--- src/design/idq_map.svh ---
`ifndef IDQ_MAP_SVH
`define IDQ_MAP_SVH
// Register offsets on the plain register port
`define IDQ_OFS_RES_A 8'h00
`define IDQ_OFS_RES_B 8'h04
`define IDQ_OFS_RES_C 8'h08
`define IDQ_OFS_RES_D 8'h0c
`define IDQ_OFS_EXEC 8'h10
`define IDQ_OFS_FLAGS 8'h14
`define IDQ_OFS_VERSION 8'h18
`define IDQ_OFS_FEATURE 8'h1c
`define IDQ_OFS_DESC 8'h20
// Reset values
`define IDQ_FLAGS_RST 32'h0000_0000
`define IDQ_VERSION_RST 14'h0000
`define IDQ_FEATURE_RST 32'h0000_0000
// Leaf answers
`define IDQ_MAX_LEAF 32'h0000_0002
`define IDQ_L2_WORD_A 32'h0302_0101
`define IDQ_L2_WORD_B 32'h0000_0000
`define IDQ_L2_WORD_C 32'h0000_0000
`define IDQ_L2_WORD_D 32'h0604_0a42
`define IDQ_L2_REPEAT 8'h01
`define IDQ_VALID_BIT 31
// Version word fields
`define IDQ_STEP_MSB 3
`define IDQ_STEP_LSB 0
`define IDQ_MODEL_MSB 7
`define IDQ_MODEL_LSB 4
`define IDQ_FAMILY_MSB 11
`define IDQ_FAMILY_LSB 8
`define IDQ_TYPE_MSB 13
`define IDQ_TYPE_LSB 12
// Control and status bits
`define IDQ_FLAG_IDS_BIT 0
`define IDQ_EXEC_BUSY_BIT 0
// Timing: fetch steps and cycles from start strobe to done
`define IDQ_FETCH_LAST 3'h4
`define IDQ_START_TO_DONE 6
// Descriptor info word fields
`define IDQ_DI_KIND_LSB 0
`define IDQ_DI_WAYS_LSB 4
`define IDQ_DI_LINE_LSB 8
`define IDQ_DI_SIZE_LSB 16
`define IDQ_DI_PAGE4M_BIT 15
`endif

--- src/design/idq_pkg.sv ---
package idq_pkg;
  // Sequencer states
  typedef enum logic [1:0] {idq_idle, idq_fetch} idq_state_t;
  // Descriptor kinds
  typedef enum logic [3:0] {
    idq_kind_null, idq_kind_itlb, idq_kind_dtlb, idq_kind_icache,
    idq_kind_dcache, idq_kind_unified, idq_kind_unknown
  } idq_kind_t;
endpackage : idq_pkg

--- src/design/idq_resp_rom.sv ---
`timescale 1ns/10ps
`include "idq_map.svh"
module idq_resp_rom #(
  parameter int WIDTH = 32,
  parameter int DEPTH = 12,
  parameter int ADDR_W = 4,
  parameter logic [31:0] VENDOR_B = 32'h6162_6364,
  parameter logic [31:0] VENDOR_C = 32'h6566_6768,
  parameter logic [31:0] VENDOR_D = 32'h696a_6b6c
) (
  input wire logic clock,
  input wire logic srst,
  input wire logic [ADDR_W-1:0] addr,
  output logic [WIDTH-1:0] rd_data
);
  import idq_pkg::*;
  typedef struct packed {logic [WIDTH-1:0] data;} idq_rom_st_t;
  idq_rom_st_t cur_reg;
  idq_rom_st_t cur_next;

  // Table layout is fixed at one 32-bit word per entry
  if (WIDTH != 32 || DEPTH > (1 << ADDR_W) || DEPTH < 12) begin : g_bad
    $error("idq_resp_rom: unsupported WIDTH, DEPTH or ADDR_W");
  end

  // Address is {leaf, word}; word 0..3 is A, B, C, D
  function automatic logic [WIDTH-1:0] word_at(input logic [ADDR_W-1:0] a);
    logic [WIDTH-1:0] w;
    w = '0;
    unique case (a[3:0])
      4'h0: w = `IDQ_MAX_LEAF;
      4'h1: w = VENDOR_B;
      4'h2: w = VENDOR_C;
      4'h3: w = VENDOR_D;
      4'h8: w = `IDQ_L2_WORD_A;
      4'h9: w = `IDQ_L2_WORD_B;
      4'ha: w = `IDQ_L2_WORD_C;
      4'hb: w = `IDQ_L2_WORD_D;
      default: w = '0;
    endcase
    return w;
  endfunction : word_at

  // Registered read port
  always_comb begin
    cur_next = cur_reg;
    cur_next.data = srst ? '0 : word_at(addr);
  end

  always_ff @(posedge clock) begin
    cur_reg <= cur_next;
  end

  assign rd_data = cur_reg.data;
endmodule : idq_resp_rom

--- src/design/idq_desc_decode.sv ---
`timescale 1ns/10ps
`include "idq_map.svh"
module idq_desc_decode (
  input wire logic clock,
  input wire logic srst,
  input wire logic [7:0] code,
  output logic [31:0] info
);
  import idq_pkg::*;
  typedef struct packed {logic [31:0] info;} idq_dec_st_t;
  idq_dec_st_t cur_reg;
  idq_dec_st_t cur_next;

  // Pack kind, ways, line bytes, size and page flag into one word
  function automatic logic [31:0] pack(input idq_kind_t k,
      input logic [3:0] ways, input logic [7:0] line,
      input logic [15:0] size, input logic page4m);
    logic [31:0] w;
    w = '0;
    w[`IDQ_DI_KIND_LSB +: 4] = k;
    w[`IDQ_DI_WAYS_LSB +: 4] = ways;
    w[`IDQ_DI_LINE_LSB +: 7] = line[6:0];
    w[`IDQ_DI_PAGE4M_BIT] = page4m;
    w[`IDQ_DI_SIZE_LSB +: 16] = size;
    return w;
  endfunction : pack

  // Descriptor table; TLB size is entries, cache size is kbytes
  function automatic logic [31:0] decode(input logic [7:0] c);
    logic [31:0] w;
    w = '0;
    unique case (c)
      8'h00: w = pack(idq_kind_null, 4'h0, 8'h00, 16'h0000, 1'b0);
      8'h01: w = pack(idq_kind_itlb, 4'h4, 8'h00, 16'h0040, 1'b0);
      8'h02: w = pack(idq_kind_itlb, 4'h4, 8'h00, 16'h0004, 1'b1);
      8'h03: w = pack(idq_kind_dtlb, 4'h4, 8'h00, 16'h0040, 1'b0);
      8'h04: w = pack(idq_kind_dtlb, 4'h4, 8'h00, 16'h0008, 1'b1);
      8'h06: w = pack(idq_kind_icache, 4'h4, 8'h20, 16'h0008, 1'b0);
      8'h0a: w = pack(idq_kind_dcache, 4'h2, 8'h20, 16'h0008, 1'b0);
      8'h41: w = pack(idq_kind_unified, 4'h4, 8'h20, 16'h0080, 1'b0);
      8'h42: w = pack(idq_kind_unified, 4'h4, 8'h20, 16'h0100, 1'b0);
      8'h43: w = pack(idq_kind_unified, 4'h4, 8'h20, 16'h0200, 1'b0);
      default: w = pack(idq_kind_unknown, 4'h0, 8'h00, 16'h0000, 1'b0);
    endcase
    return w;
  endfunction : decode

  // Registered decode
  always_comb begin
    cur_next = cur_reg;
    cur_next.info = srst ? '0 : decode(code);
  end

  always_ff @(posedge clock) begin
    cur_reg <= cur_next;
  end

  assign info = cur_reg.info;
endmodule : idq_desc_decode

--- src/design/idq_top.sv ---
`timescale 1ns/10ps
`include "idq_map.svh"
module idq_top #(
  parameter logic [31:0] VENDOR_B = 32'h6162_6364, // Arbitrary value
  parameter logic [31:0] VENDOR_C = 32'h6566_6768, // Arbitrary value
  parameter logic [31:0] VENDOR_D = 32'h696a_6b6c // Arbitrary value
) (
  input wire logic clock,
  input wire logic srst,
  input wire logic [7:0] addr,
  input wire logic [31:0] wr_data,
  input wire logic wr_en,
  input wire logic rd_en,
  output logic [31:0] rd_data,
  output logic busy,
  output logic done
);
  import idq_pkg::*;

  typedef struct packed {
    idq_state_t st;
    logic [2:0] cnt;
    logic [1:0] leaf;
    logic in_range;
    logic [31:0] res_a;
    logic [31:0] res_b;
    logic [31:0] res_c;
    logic [31:0] res_d;
    logic [2:0][31:0] stage;
    logic [31:0] flags;
    logic [13:0] version;
    logic [31:0] feature;
    logic [7:0] desc_code;
    logic [31:0] rd_data;
    logic busy;
    logic done;
  } idq_core_st_t;

  idq_core_st_t cur_reg;
  idq_core_st_t cur_next;
  logic [3:0] rom_addr;
  logic [31:0] rom_data;
  logic [31:0] desc_info;
  logic start_evt;

  // Response table walked one word per cycle
  assign rom_addr = {cur_reg.leaf, cur_reg.cnt[1:0]};

  idq_resp_rom #(
    .WIDTH(32),
    .DEPTH(12),
    .ADDR_W(4),
    .VENDOR_B(VENDOR_B),
    .VENDOR_C(VENDOR_C),
    .VENDOR_D(VENDOR_D)
  ) u_rom (
    .clock(clock),
    .srst(srst),
    .addr(rom_addr),
    .rd_data(rom_data)
  );

  // Descriptor lookup for software
  idq_desc_decode u_dec (
    .clock(clock),
    .srst(srst),
    .code(cur_reg.desc_code),
    .info(desc_info)
  );

  // Final word for one result register of the sampled leaf
  function automatic logic [31:0] final_word(input logic in_range,
      input logic [1:0] leaf, input logic [1:0] idx,
      input logic [31:0] rom_word, input logic [13:0] version,
      input logic [31:0] feature);
    logic [31:0] w;
    w = rom_word;
    if (!in_range) begin
      w = '0;
    end else if (leaf == 2'h1) begin
      unique case (idx)
        2'h0: w = {18'h00000, version};
        2'h3: w = feature;
        default: w = '0;
      endcase
    end else if (leaf == 2'h2) begin
      w = rom_word;
      w[`IDQ_VALID_BIT] = 1'b0;
    end
    return w;
  endfunction : final_word

  // Execute request accepted only when idle
  assign start_evt = wr_en && (addr == `IDQ_OFS_EXEC) &&
    (cur_reg.st == idq_idle);

  // Register port, sequencer and read mux
  always_comb begin
    cur_next = cur_reg;
    cur_next.done = 1'b0;
    // Software writes to control registers
    if (wr_en) begin
      unique case (addr)
        `IDQ_OFS_RES_A: cur_next.res_a = wr_data;
        `IDQ_OFS_FLAGS: cur_next.flags = wr_data;
        `IDQ_OFS_VERSION: cur_next.version = wr_data[13:0];
        `IDQ_OFS_FEATURE: cur_next.feature = wr_data;
        `IDQ_OFS_DESC: cur_next.desc_code = wr_data[7:0];
        default: begin
        end
      endcase
    end
    // Sequencer
    unique case (cur_reg.st)
      idq_idle: begin
        if (start_evt) begin
          cur_next.st = idq_fetch;
          cur_next.cnt = 3'h0;
          cur_next.leaf = cur_reg.res_a[1:0];
          cur_next.in_range = cur_reg.res_a <= `IDQ_MAX_LEAF;
          cur_next.busy = 1'b1;
        end
      end
      idq_fetch: begin
        cur_next.cnt = cur_reg.cnt + 3'h1;
        if (cur_reg.cnt != 3'h0 && cur_reg.cnt != `IDQ_FETCH_LAST) begin
          cur_next.stage[cur_reg.cnt[1:0] - 2'h1] = rom_data;
        end
        if (cur_reg.cnt == `IDQ_FETCH_LAST) begin
          // All four results land in the same edge
          cur_next.res_a = final_word(cur_reg.in_range, cur_reg.leaf,
            2'h0, cur_reg.stage[0], cur_reg.version,
            cur_reg.feature);
          cur_next.res_b = final_word(cur_reg.in_range, cur_reg.leaf,
            2'h1, cur_reg.stage[1], cur_reg.version, cur_reg.feature);
          cur_next.res_c = final_word(cur_reg.in_range, cur_reg.leaf,
            2'h2, cur_reg.stage[2], cur_reg.version, cur_reg.feature);
          cur_next.res_d = final_word(cur_reg.in_range, cur_reg.leaf,
            2'h3, rom_data, cur_reg.version, cur_reg.feature);
          cur_next.st = idq_idle;
          cur_next.busy = 1'b0;
          cur_next.done = 1'b1;
        end
      end
    endcase
    // Read data valid in the cycle after the strobe
    cur_next.rd_data = '0;
    if (rd_en) begin
      unique case (addr)
        `IDQ_OFS_RES_A: cur_next.rd_data = cur_reg.res_a;
        `IDQ_OFS_RES_B: cur_next.rd_data = cur_reg.res_b;
        `IDQ_OFS_RES_C: cur_next.rd_data = cur_reg.res_c;
        `IDQ_OFS_RES_D: cur_next.rd_data = cur_reg.res_d;
        `IDQ_OFS_EXEC: cur_next.rd_data = {31'h00000000, cur_reg.busy};
        `IDQ_OFS_FLAGS: cur_next.rd_data = cur_reg.flags;
        `IDQ_OFS_VERSION: cur_next.rd_data = {18'h00000, cur_reg.version};
        `IDQ_OFS_FEATURE: cur_next.rd_data = cur_reg.feature;
        `IDQ_OFS_DESC: cur_next.rd_data = desc_info;
        default: cur_next.rd_data = '0;
      endcase
    end
    // Synchronous reset
    if (srst) begin
      cur_next = '0;
      cur_next.st = idq_idle;
      cur_next.flags = `IDQ_FLAGS_RST;
      cur_next.version = `IDQ_VERSION_RST;
      cur_next.feature = `IDQ_FEATURE_RST;
    end
  end

  // State register
  always_ff @(posedge clock) begin
    cur_reg <= cur_next;
  end

  // Outputs straight from flops
  assign rd_data = cur_reg.rd_data;
  assign busy = cur_reg.busy;
  assign done = cur_reg.done;

  logic leaf_ok;
  assign leaf_ok = done && cur_reg.in_range;
endmodule : idq_top

--- config.mk ---
export PLATFORM = sky130hd
export DESIGN_NAME = idq_top
export DESIGN_NICKNAME = d
export VERILOG_FILES = /design/src/design/idq_pkg.sv /design/src/design/idq_resp_rom.sv /design/src/design/idq_desc_decode.sv /design/src/design/idq_top.sv
export VERILOG_INCLUDE_DIRS = /design/src /design/src/design
export SDC_FILE = /design/constraint.sdc
export NUM_CORES = 1
export LEC_CHECK = 0
export BUFFER_PORTS_ARGS = -buffer_cell sky130_fd_sc_hd__buf_2
export CELL_PAD_IN_SITES_DETAIL_PLACEMENT = 0
export CELL_PAD_IN_SITES_GLOBAL_PLACEMENT = 1
export CORE_ASPECT_RATIO = 1.2
export CORE_MARGIN = 10
export CORE_UTILIZATION = 42
export DETAILED_ROUTE_END_ITERATION = 10
export HOLD_SLACK_MARGIN = 0.12
export PLACE_DENSITY = 0.79
export REMOVE_ABC_BUFFERS = 1
export SLEW_MARGIN = 20
export SYNTH_ARGS = -nofsm -noshare
export SYNTH_HDL_FRONTEND = slang
export SYNTH_SLANG_ARGS = --single-unit
--- constraint.sdc ---
create_clock -name clock -period 1.7 [get_ports clock]
set_input_delay 0.085 -clock clock [delete_from_list [all_inputs] [get_ports clock]]
set_output_delay 0.085 -clock clock [all_outputs]
set_load 0.01 [all_outputs]
==> impl_metrics.ini, run 1 <==
[run_status]
outcome = finished, final reports clean

[sta]
setup_ws_ns = 0.112
slew_viol_final = 0
setup_tns_ns = 0
fin_crit_sh_pct = 93.4
max_freq_ghz = 0.630
hold_viol_final = 0
fin_crit_ns = 1.59
worst_slew_pin_slew_ns = 0.990
setup_viol_count_final = 0
fin_skew_ns = 0.0147
maxSlewHeadroom_pct = 33.7

[clock_tree]
clk_pin_slew_worst_paths_ns = 0.06
clk_path_buf_depth = 3
cts_htree_levels = 1
cts_tree = built
clkSinkCount = 276
clkLatencyLatePin_ns = 0.54
cts_setup_buffers = 0
numCtsBuffers = 28
root_buffer = clkbuf_16

[grt]
grt_max_degree = 57
antenna_found_initial = 0
grt-ovfl-total = 0
grt_pass1_wl_um = 59400
grt_pass1_vias = 10100
track_usage_pct = 21.5

[logic_synthesis]
yosysUniqueCellTypes = 59
yosys-top-cells-area = dfxtp_1, nand2_1, a21oi_1, a22o_1, mux2_2
yosysWarnings = 0
postSynth.asyncResetShare_pct = 0
synth_ff_type = dfxtp_1
avgSynthCellArea_um2 = 8.79
synth_area_leader_cell = dfxtp_1
synth-edff-count = 0
synth_top_area_share_pct = 47.5
ys_seq_area_share_pct = 47.5
syn-cell-area_um2 = 11600
syn_inst = 1324
ys_ff_latch = 276

[worst_setup_path]
cp.required_ns = 2.16
path_max_fanout = 4
r2r_slack_ns = 0.11
r2r-end = u_dec.info[15]$_SDFF_PP0_
reg2reg_depth = 4
crit_chain = or3_4, or2_2, or3_4, nor3_2
critPathLaunchType = register
crit_slowest_cell = or3_4
critical_path.max_stage_delay_ns = 0.41
path_class = register to register
cp_num_buf_inv = 0
cp_common_cell = or3_4
critPathCaptureType = register
cp_top_family = simple AND/OR/NAND/NOR gates
reg2reg_from = cur_reg[41]$_SDFFE_PP0P_
worst_ep_arrival_time_ns = 2.05

[drt]
ant_nets = 0
wl_per_cell_um = 21.1
dr_wl_met3_um = 2080
first_iter_violations = 794
routed_via_density = 5.64
drc = 0
vias = 10200
wl_um = 38100
drtPass1Iterations = 5
met1_length_um = 16500
top_layer = met4
wl_met2_um = 18200

[power_and_ir_drop]
leakagePower_nw = 5.50
p_per_area_nw_per_um2 = 944
peakVddDrop_mv = 0.610

[cells_and_area]
area_growth_pct = 22.2
fillers = 2550
largest_reg_flops = 217
n_antenna_cell = 0
fin_area_um2 = 14200
fin_cells = 1807
nNetsFinal = 1495
drive_above_1_share_pct = 22.0

[worst_hold_path]
hp-start = addr[6]
holdPathStages = 5
hold_end = rd_data[17]$_SDFF_PP0_
min_path_type = input port to register

[placed_design]
dpl-instance-area_um2 = 12800
dp_hpwl_um = 27200
dpl.cell_count = 1720
gp_congestion = 0.920
port_buffers = 77
pre_cts_ws_ns = -0.0679

[flow_run]
maxCapViolations = 0

[floorplanning]
start_util_pct = 42.7
pin_count = 78
core_area_um2 = 27300
dieWidth_um = 172
num_rows = 66
die_y_um = 202
die-area_um2 = 34800
-- logic make-up (layout without fill, tap and decap cells) --
group	Yosys count	count (layout)	synth area share (%)
XOR/XNOR	3	3	0.226
AND/OR/NAND/NOR	453	453	18.0
adder cells (fa/ha/maj)	6	6	0.645
AO/OA/AOI/OAI	358	358	19.5
multiplexers	84	84	7.87
flip-flops	276	276	47.5
buffers and inverters	144	287	6.19
-- metal layers --
layer | global-route usage [%] | vias to the layer above
met5 | 0 | -
li1 | - | 4886
met4 | 8.39 | 0
met2 | 35.3 | 340
met3 | 2.65 | 78
met1 | 27.9 | 4891
-- cell usage after synthesis, types with 4 or more instances --
master / n
a21oi_1: 175
a22o_1: 62
a22oi_1: 44
a311oi_2: 5
a31oi_1: 19
and2_1: 15
and3_1: 13
buf_1: 6
buf_2: 24
buf_4: 32
buf_6: 4
clkbuf_1: 75
dfxtp_1: 276
ha_1: 6
mux2_2: 40
mux2i_1: 42
nand2_1: 264
nand2b_1: 5
nand3_1: 42
nand3b_1: 10
nand4_1: 4
nor2_1: 49
nor2b_1: 9
nor3_1: 6
nor4_1: 12
o21ai_0: 33
o22a_1: 4
-- worst max-delay path by stage --
stage	startpoint	endpoint	slack, ns	cells after the start
floorplan	cur_reg[347]$_SDFFE_PP0P_	cur_reg[326]$_SDFF_PP0_	-1.24	6
global placement	addr[3]	rd_data[24]$_SDFF_PP0_	-0.07	6
detailed placement	cur_reg[348]$_SDFFE_PP0P_	cur_reg[232]$_SDFFE_PP0P_	-0.07	5
CTS	cur_reg[348]$_SDFFE_PP0P_	cur_reg[229]$_SDFFE_PP0P_	0.02	7
global route	cur_reg[348]$_SDFFE_PP0P_	cur_reg[313]$_SDFF_PP0_	-0.003	8
finish	cur_reg[41]$_SDFFE_PP0P_	u_dec.info[15]$_SDFF_PP0_	0.11	4
-- cell usage in the layout (no fill, tap or decap), drive strengths merged, types with 3 or more instances in the layout --
cell | synthesis | routed
nand4 | 6 | 6
nor3 | 6 | 6
ha | 6 | 6
inv | 3 | 4
and3 | 13 | 13
a311oi | 5 | 5
nand2b | 5 | 5
a31oi | 19 | 19
nor2 | 49 | 49
nand3b | 10 | 10
clkbuf | 75 | 42
and2 | 16 | 16
nand2 | 264 | 264
mux2 | 40 | 40
a22o | 62 | 62
o21ai | 33 | 33
o31ai | 3 | 3
buf | 66 | 197
clkinv | 0 | 7
a22oi | 44 | 44
nor4 | 13 | 13
o22a | 4 | 4
or3 | 3 | 3
nor2b | 9 | 9
nand3 | 43 | 43
mux2i | 42 | 42
dlygate4sd3 | 0 | 35
or2 | 3 | 3
dfxtp | 276 | 276
a21oi | 175 | 175
-- repair_timing --
item	in CTS	in global routing
hold buffers	35	0
hold endpoints to repair	145	0
endpoints found under the setup margin	18	78
pin swaps	0	1
resized for setup	3	21
-- report_power, final --
| part | leakage (nW) | internal (mW) | switching [mW] |
|---|---|---|---|
| registers | 2.22 | 6.47 | 0.00585 |
| clock network | 0.487 | 3.81 | 2.55 |
| logic | 2.79 | 0.233 | 0.359 |
-- per-stage QoR --
| step | hold WS [ns] | utilization, % | power [mW] |
|---|---|---|---|
| after global placement | 0.356 | 47.0 | 7.13 |
| after detailed placement | 0.360 | 47.0 | 7.13 |
| after global routing | 0.185 | 52.2 | 13.8 |
| final | 0.160 | 52.2 | 13.4 |
| after floorplan | 0.153 | - | 6.73 |
| after CTS | 0.137 | 51.9 | 13.5 |
-- worst min-delay path, cell delays in order --
cell and delay (ns):
buf_2 0.18, nor3_1 0.06, buf_4 0.16, o21ai_0 0.09, a21oi_1 0.07
-- layout make-up --
type	count	area [µm²]	share of cell area, %
Tap cell	340	425	2.99
Sequential cell	276	5530	38.9
Clock inverter	10	108	0.757
Clock buffer	42	865	6.08
Multi-Input combinational cell	904	5470	38.5
Inverter	3	11.3	0.0792
Timing Repair Buffer	232	1820	12.8
No activity file was read; power rests on OpenSTA's default activity.
==> inputs of run 2 (changes only) <==
- PLACE_DENSITY: 0.79 -> 0.78
==> run 2 against run 1 <==
Compared with the run above:
- setup slack worse by 0.070 ns
- power decreased by 1.4%
- critical path type unchanged
- clock skew fell by 0.0031 ns
- worst hold slack improved by 0.033 ns
- sequential cell count unchanged
- first-iteration DRC count rose by 19%
- combinational power is 4.4% higher
- sequential share of layout area shrank 0.19 points
- core utilization rose by 0.24 points
==> impl_metrics.ini, run 2 (synthesis gave the netlist of run 1 again) <==
[drt]
ant_nets = 0
routed_via_density = 5.65
drtPass1Iterations = 6
first_iter_violations = 942
vias = 10300
wl_per_cell_um = 21.5
wl_um = 39200
drc = 0

[power_and_ir_drop]
pwr-share-comb_pct = 4.7
seq_power_share_pct = 48.9
peakVddDrop_mv = 0.668
leakagePower_nw = 5.57
p_sw_share_pct = 21.9
clkPwrFrac_pct = 46.4
power.internal_mw = 10.3
finalPower_mw = 13.2
power.switching_mw = 2.89
p_per_area_nw_per_um2 = 927

[clock_tree]
clk_path_buf_depth = 3
clkSinkCount = 276
numCtsBuffers = 28
cts_tree = built
cts_htree_levels = 1
root_buffer = clkbuf_16
clk_pin_slew_worst_paths_ns = 0.06
clkLatencyLatePin_ns = 0.55

[worst_setup_path]
path_class = register to register
critical_path.max_stage_delay_ns = 0.32
crit_chain = inv_2, ha_4, and3_4, buf_6, nor2_4, buf_12, buf_12, clkbuf_16, a22o_1
cp.required_ns = 2.14
startpoint = cur_reg[347]$_SDFFE_PP0P_
reg2reg_from = cur_reg[347]$_SDFFE_PP0P_
critPathCaptureType = register
cp_common_cell = buf_12
crit_slowest_cell = dfxtp_2
worst_ep_arrival_time_ns = 2.09
critPathLaunchType = register
path_max_fanout = 12
cp_num_buf_inv = 5
cp_top_family = buffers and inverters

[placed_design]
pre_cts_ws_ns = -0.0264
port_buffers = 77
dp_hpwl_um = 27900
dpl.cell_count = 1727
dpl-instance-area_um2 = 12800
gp_congestion = 0.922

[floorplanning]
pin_count = 78
dieWidth_um = 172
num_rows = 66
core_area_um2 = 27300
die_y_um = 202
die-area_um2 = 34800
start_util_pct = 42.7

[grt]
grt_pass1_vias = 10100
track_usage_pct = 21.7
grt_max_degree = 75
grt_pass1_wl_um = 59400
antenna_found_initial = 0
grt-ovfl-total = 0

[sta]
hold_ws_ns = 0.193
slew_viol_final = 0
fin_skew_ns = 0.0115
fin_crit_ns = 1.66
maxSlewHeadroom_pct = 54.6
rsz0062_at_grt = yes
setup_ws_ns = 0.0418
max_freq_ghz = 0.603
worst_slew_pin_slew_ns = 0.678
setup_viol_count_final = 0
fin_crit_sh_pct = 97.5
hold_viol_final = 0
setup_tns_ns = 0

[cells_and_area]
fin_cells = 1819
final_common_cell = dfxtp_1
fin_area_um2 = 14300
fillers = 2574
area_growth_pct = 22.8
utilization_pct = 52.4
drive_above_1_share_pct = 22.0
n_antenna_cell = 0
largest_reg_flops = 217
nNetsFinal = 1511
mostFrequentLayoutCells = dfxtp_1, nand2_1, a21oi_1

[flow_run]
maxCapViolations = 0

[worst_hold_path]
hp-start = addr[0]
min_path_type = input port to register

[run_status]
outcome = finished, final reports clean
-- run 2: worst min-delay path, stage by stage --
cell and delay, ns:
buf_2 0.19, or4bb_1 0.18, nor2_1 0.09, nand2_1 0.07
a21oi_1 0.07
-- run 2: path summary, 6_finish.rpt --
path | slack (ns) | cells past startpoint | to
worst max-delay path | 0.04 | 9 | cur_reg[257]$_SDFFE_PP0P_
worst min-delay path | 0.19 | 5 | rd_data[15]$_SDFF_PP0_
worst max register to register | 0.04 | 9 | cur_reg[257]$_SDFFE_PP0P_
worst min register to register | 0.45 | 2 | cur_reg[219]$_SDFFE_PP0P_
-- run 2: area by class of cell --
class,instances,area [µm²],area share [%]
sequential,276,5530,38.7
multi-input combinational,904,5460,38.2
timing repair buffer,248,1970,13.8
clock buffer,43,828,5.80
tap,340,425,2.98
clock inverter,5,75.1,0.525
inverter,3,11.3,0.0788
-- run 2: power by group through the flow --
stage | Combinational, mW | Clock, mW | Sequential [mW]
final | 0.618 | 6.14 | 6.48
after global routing | 0.649 | 6.44 | 6.47
after CTS | 0.574 | 6.21 | 6.48
after detailed placement | 0.511 | 0 | 6.62
after global placement | 0.508 | 0 | 6.62
after floorplan | 0.112 | 0 | 6.62
-- run 2: what timing repair did --
action,in CTS,in global routing
hold endpoints to repair,138,0
gates resized for setup,1,12
hold buffers,35,0
pin swaps,0,2
setup buffers,0,6
endpoints found under the setup margin,2,49
gates cloned,0,3
-- run 2: metal layers --
metal	GRT usage (%)	wire length, µm
met5	0	0
met2	35.7	18500
met1	27.3	16200
met4	9.62	1830
met3	3.18	2620
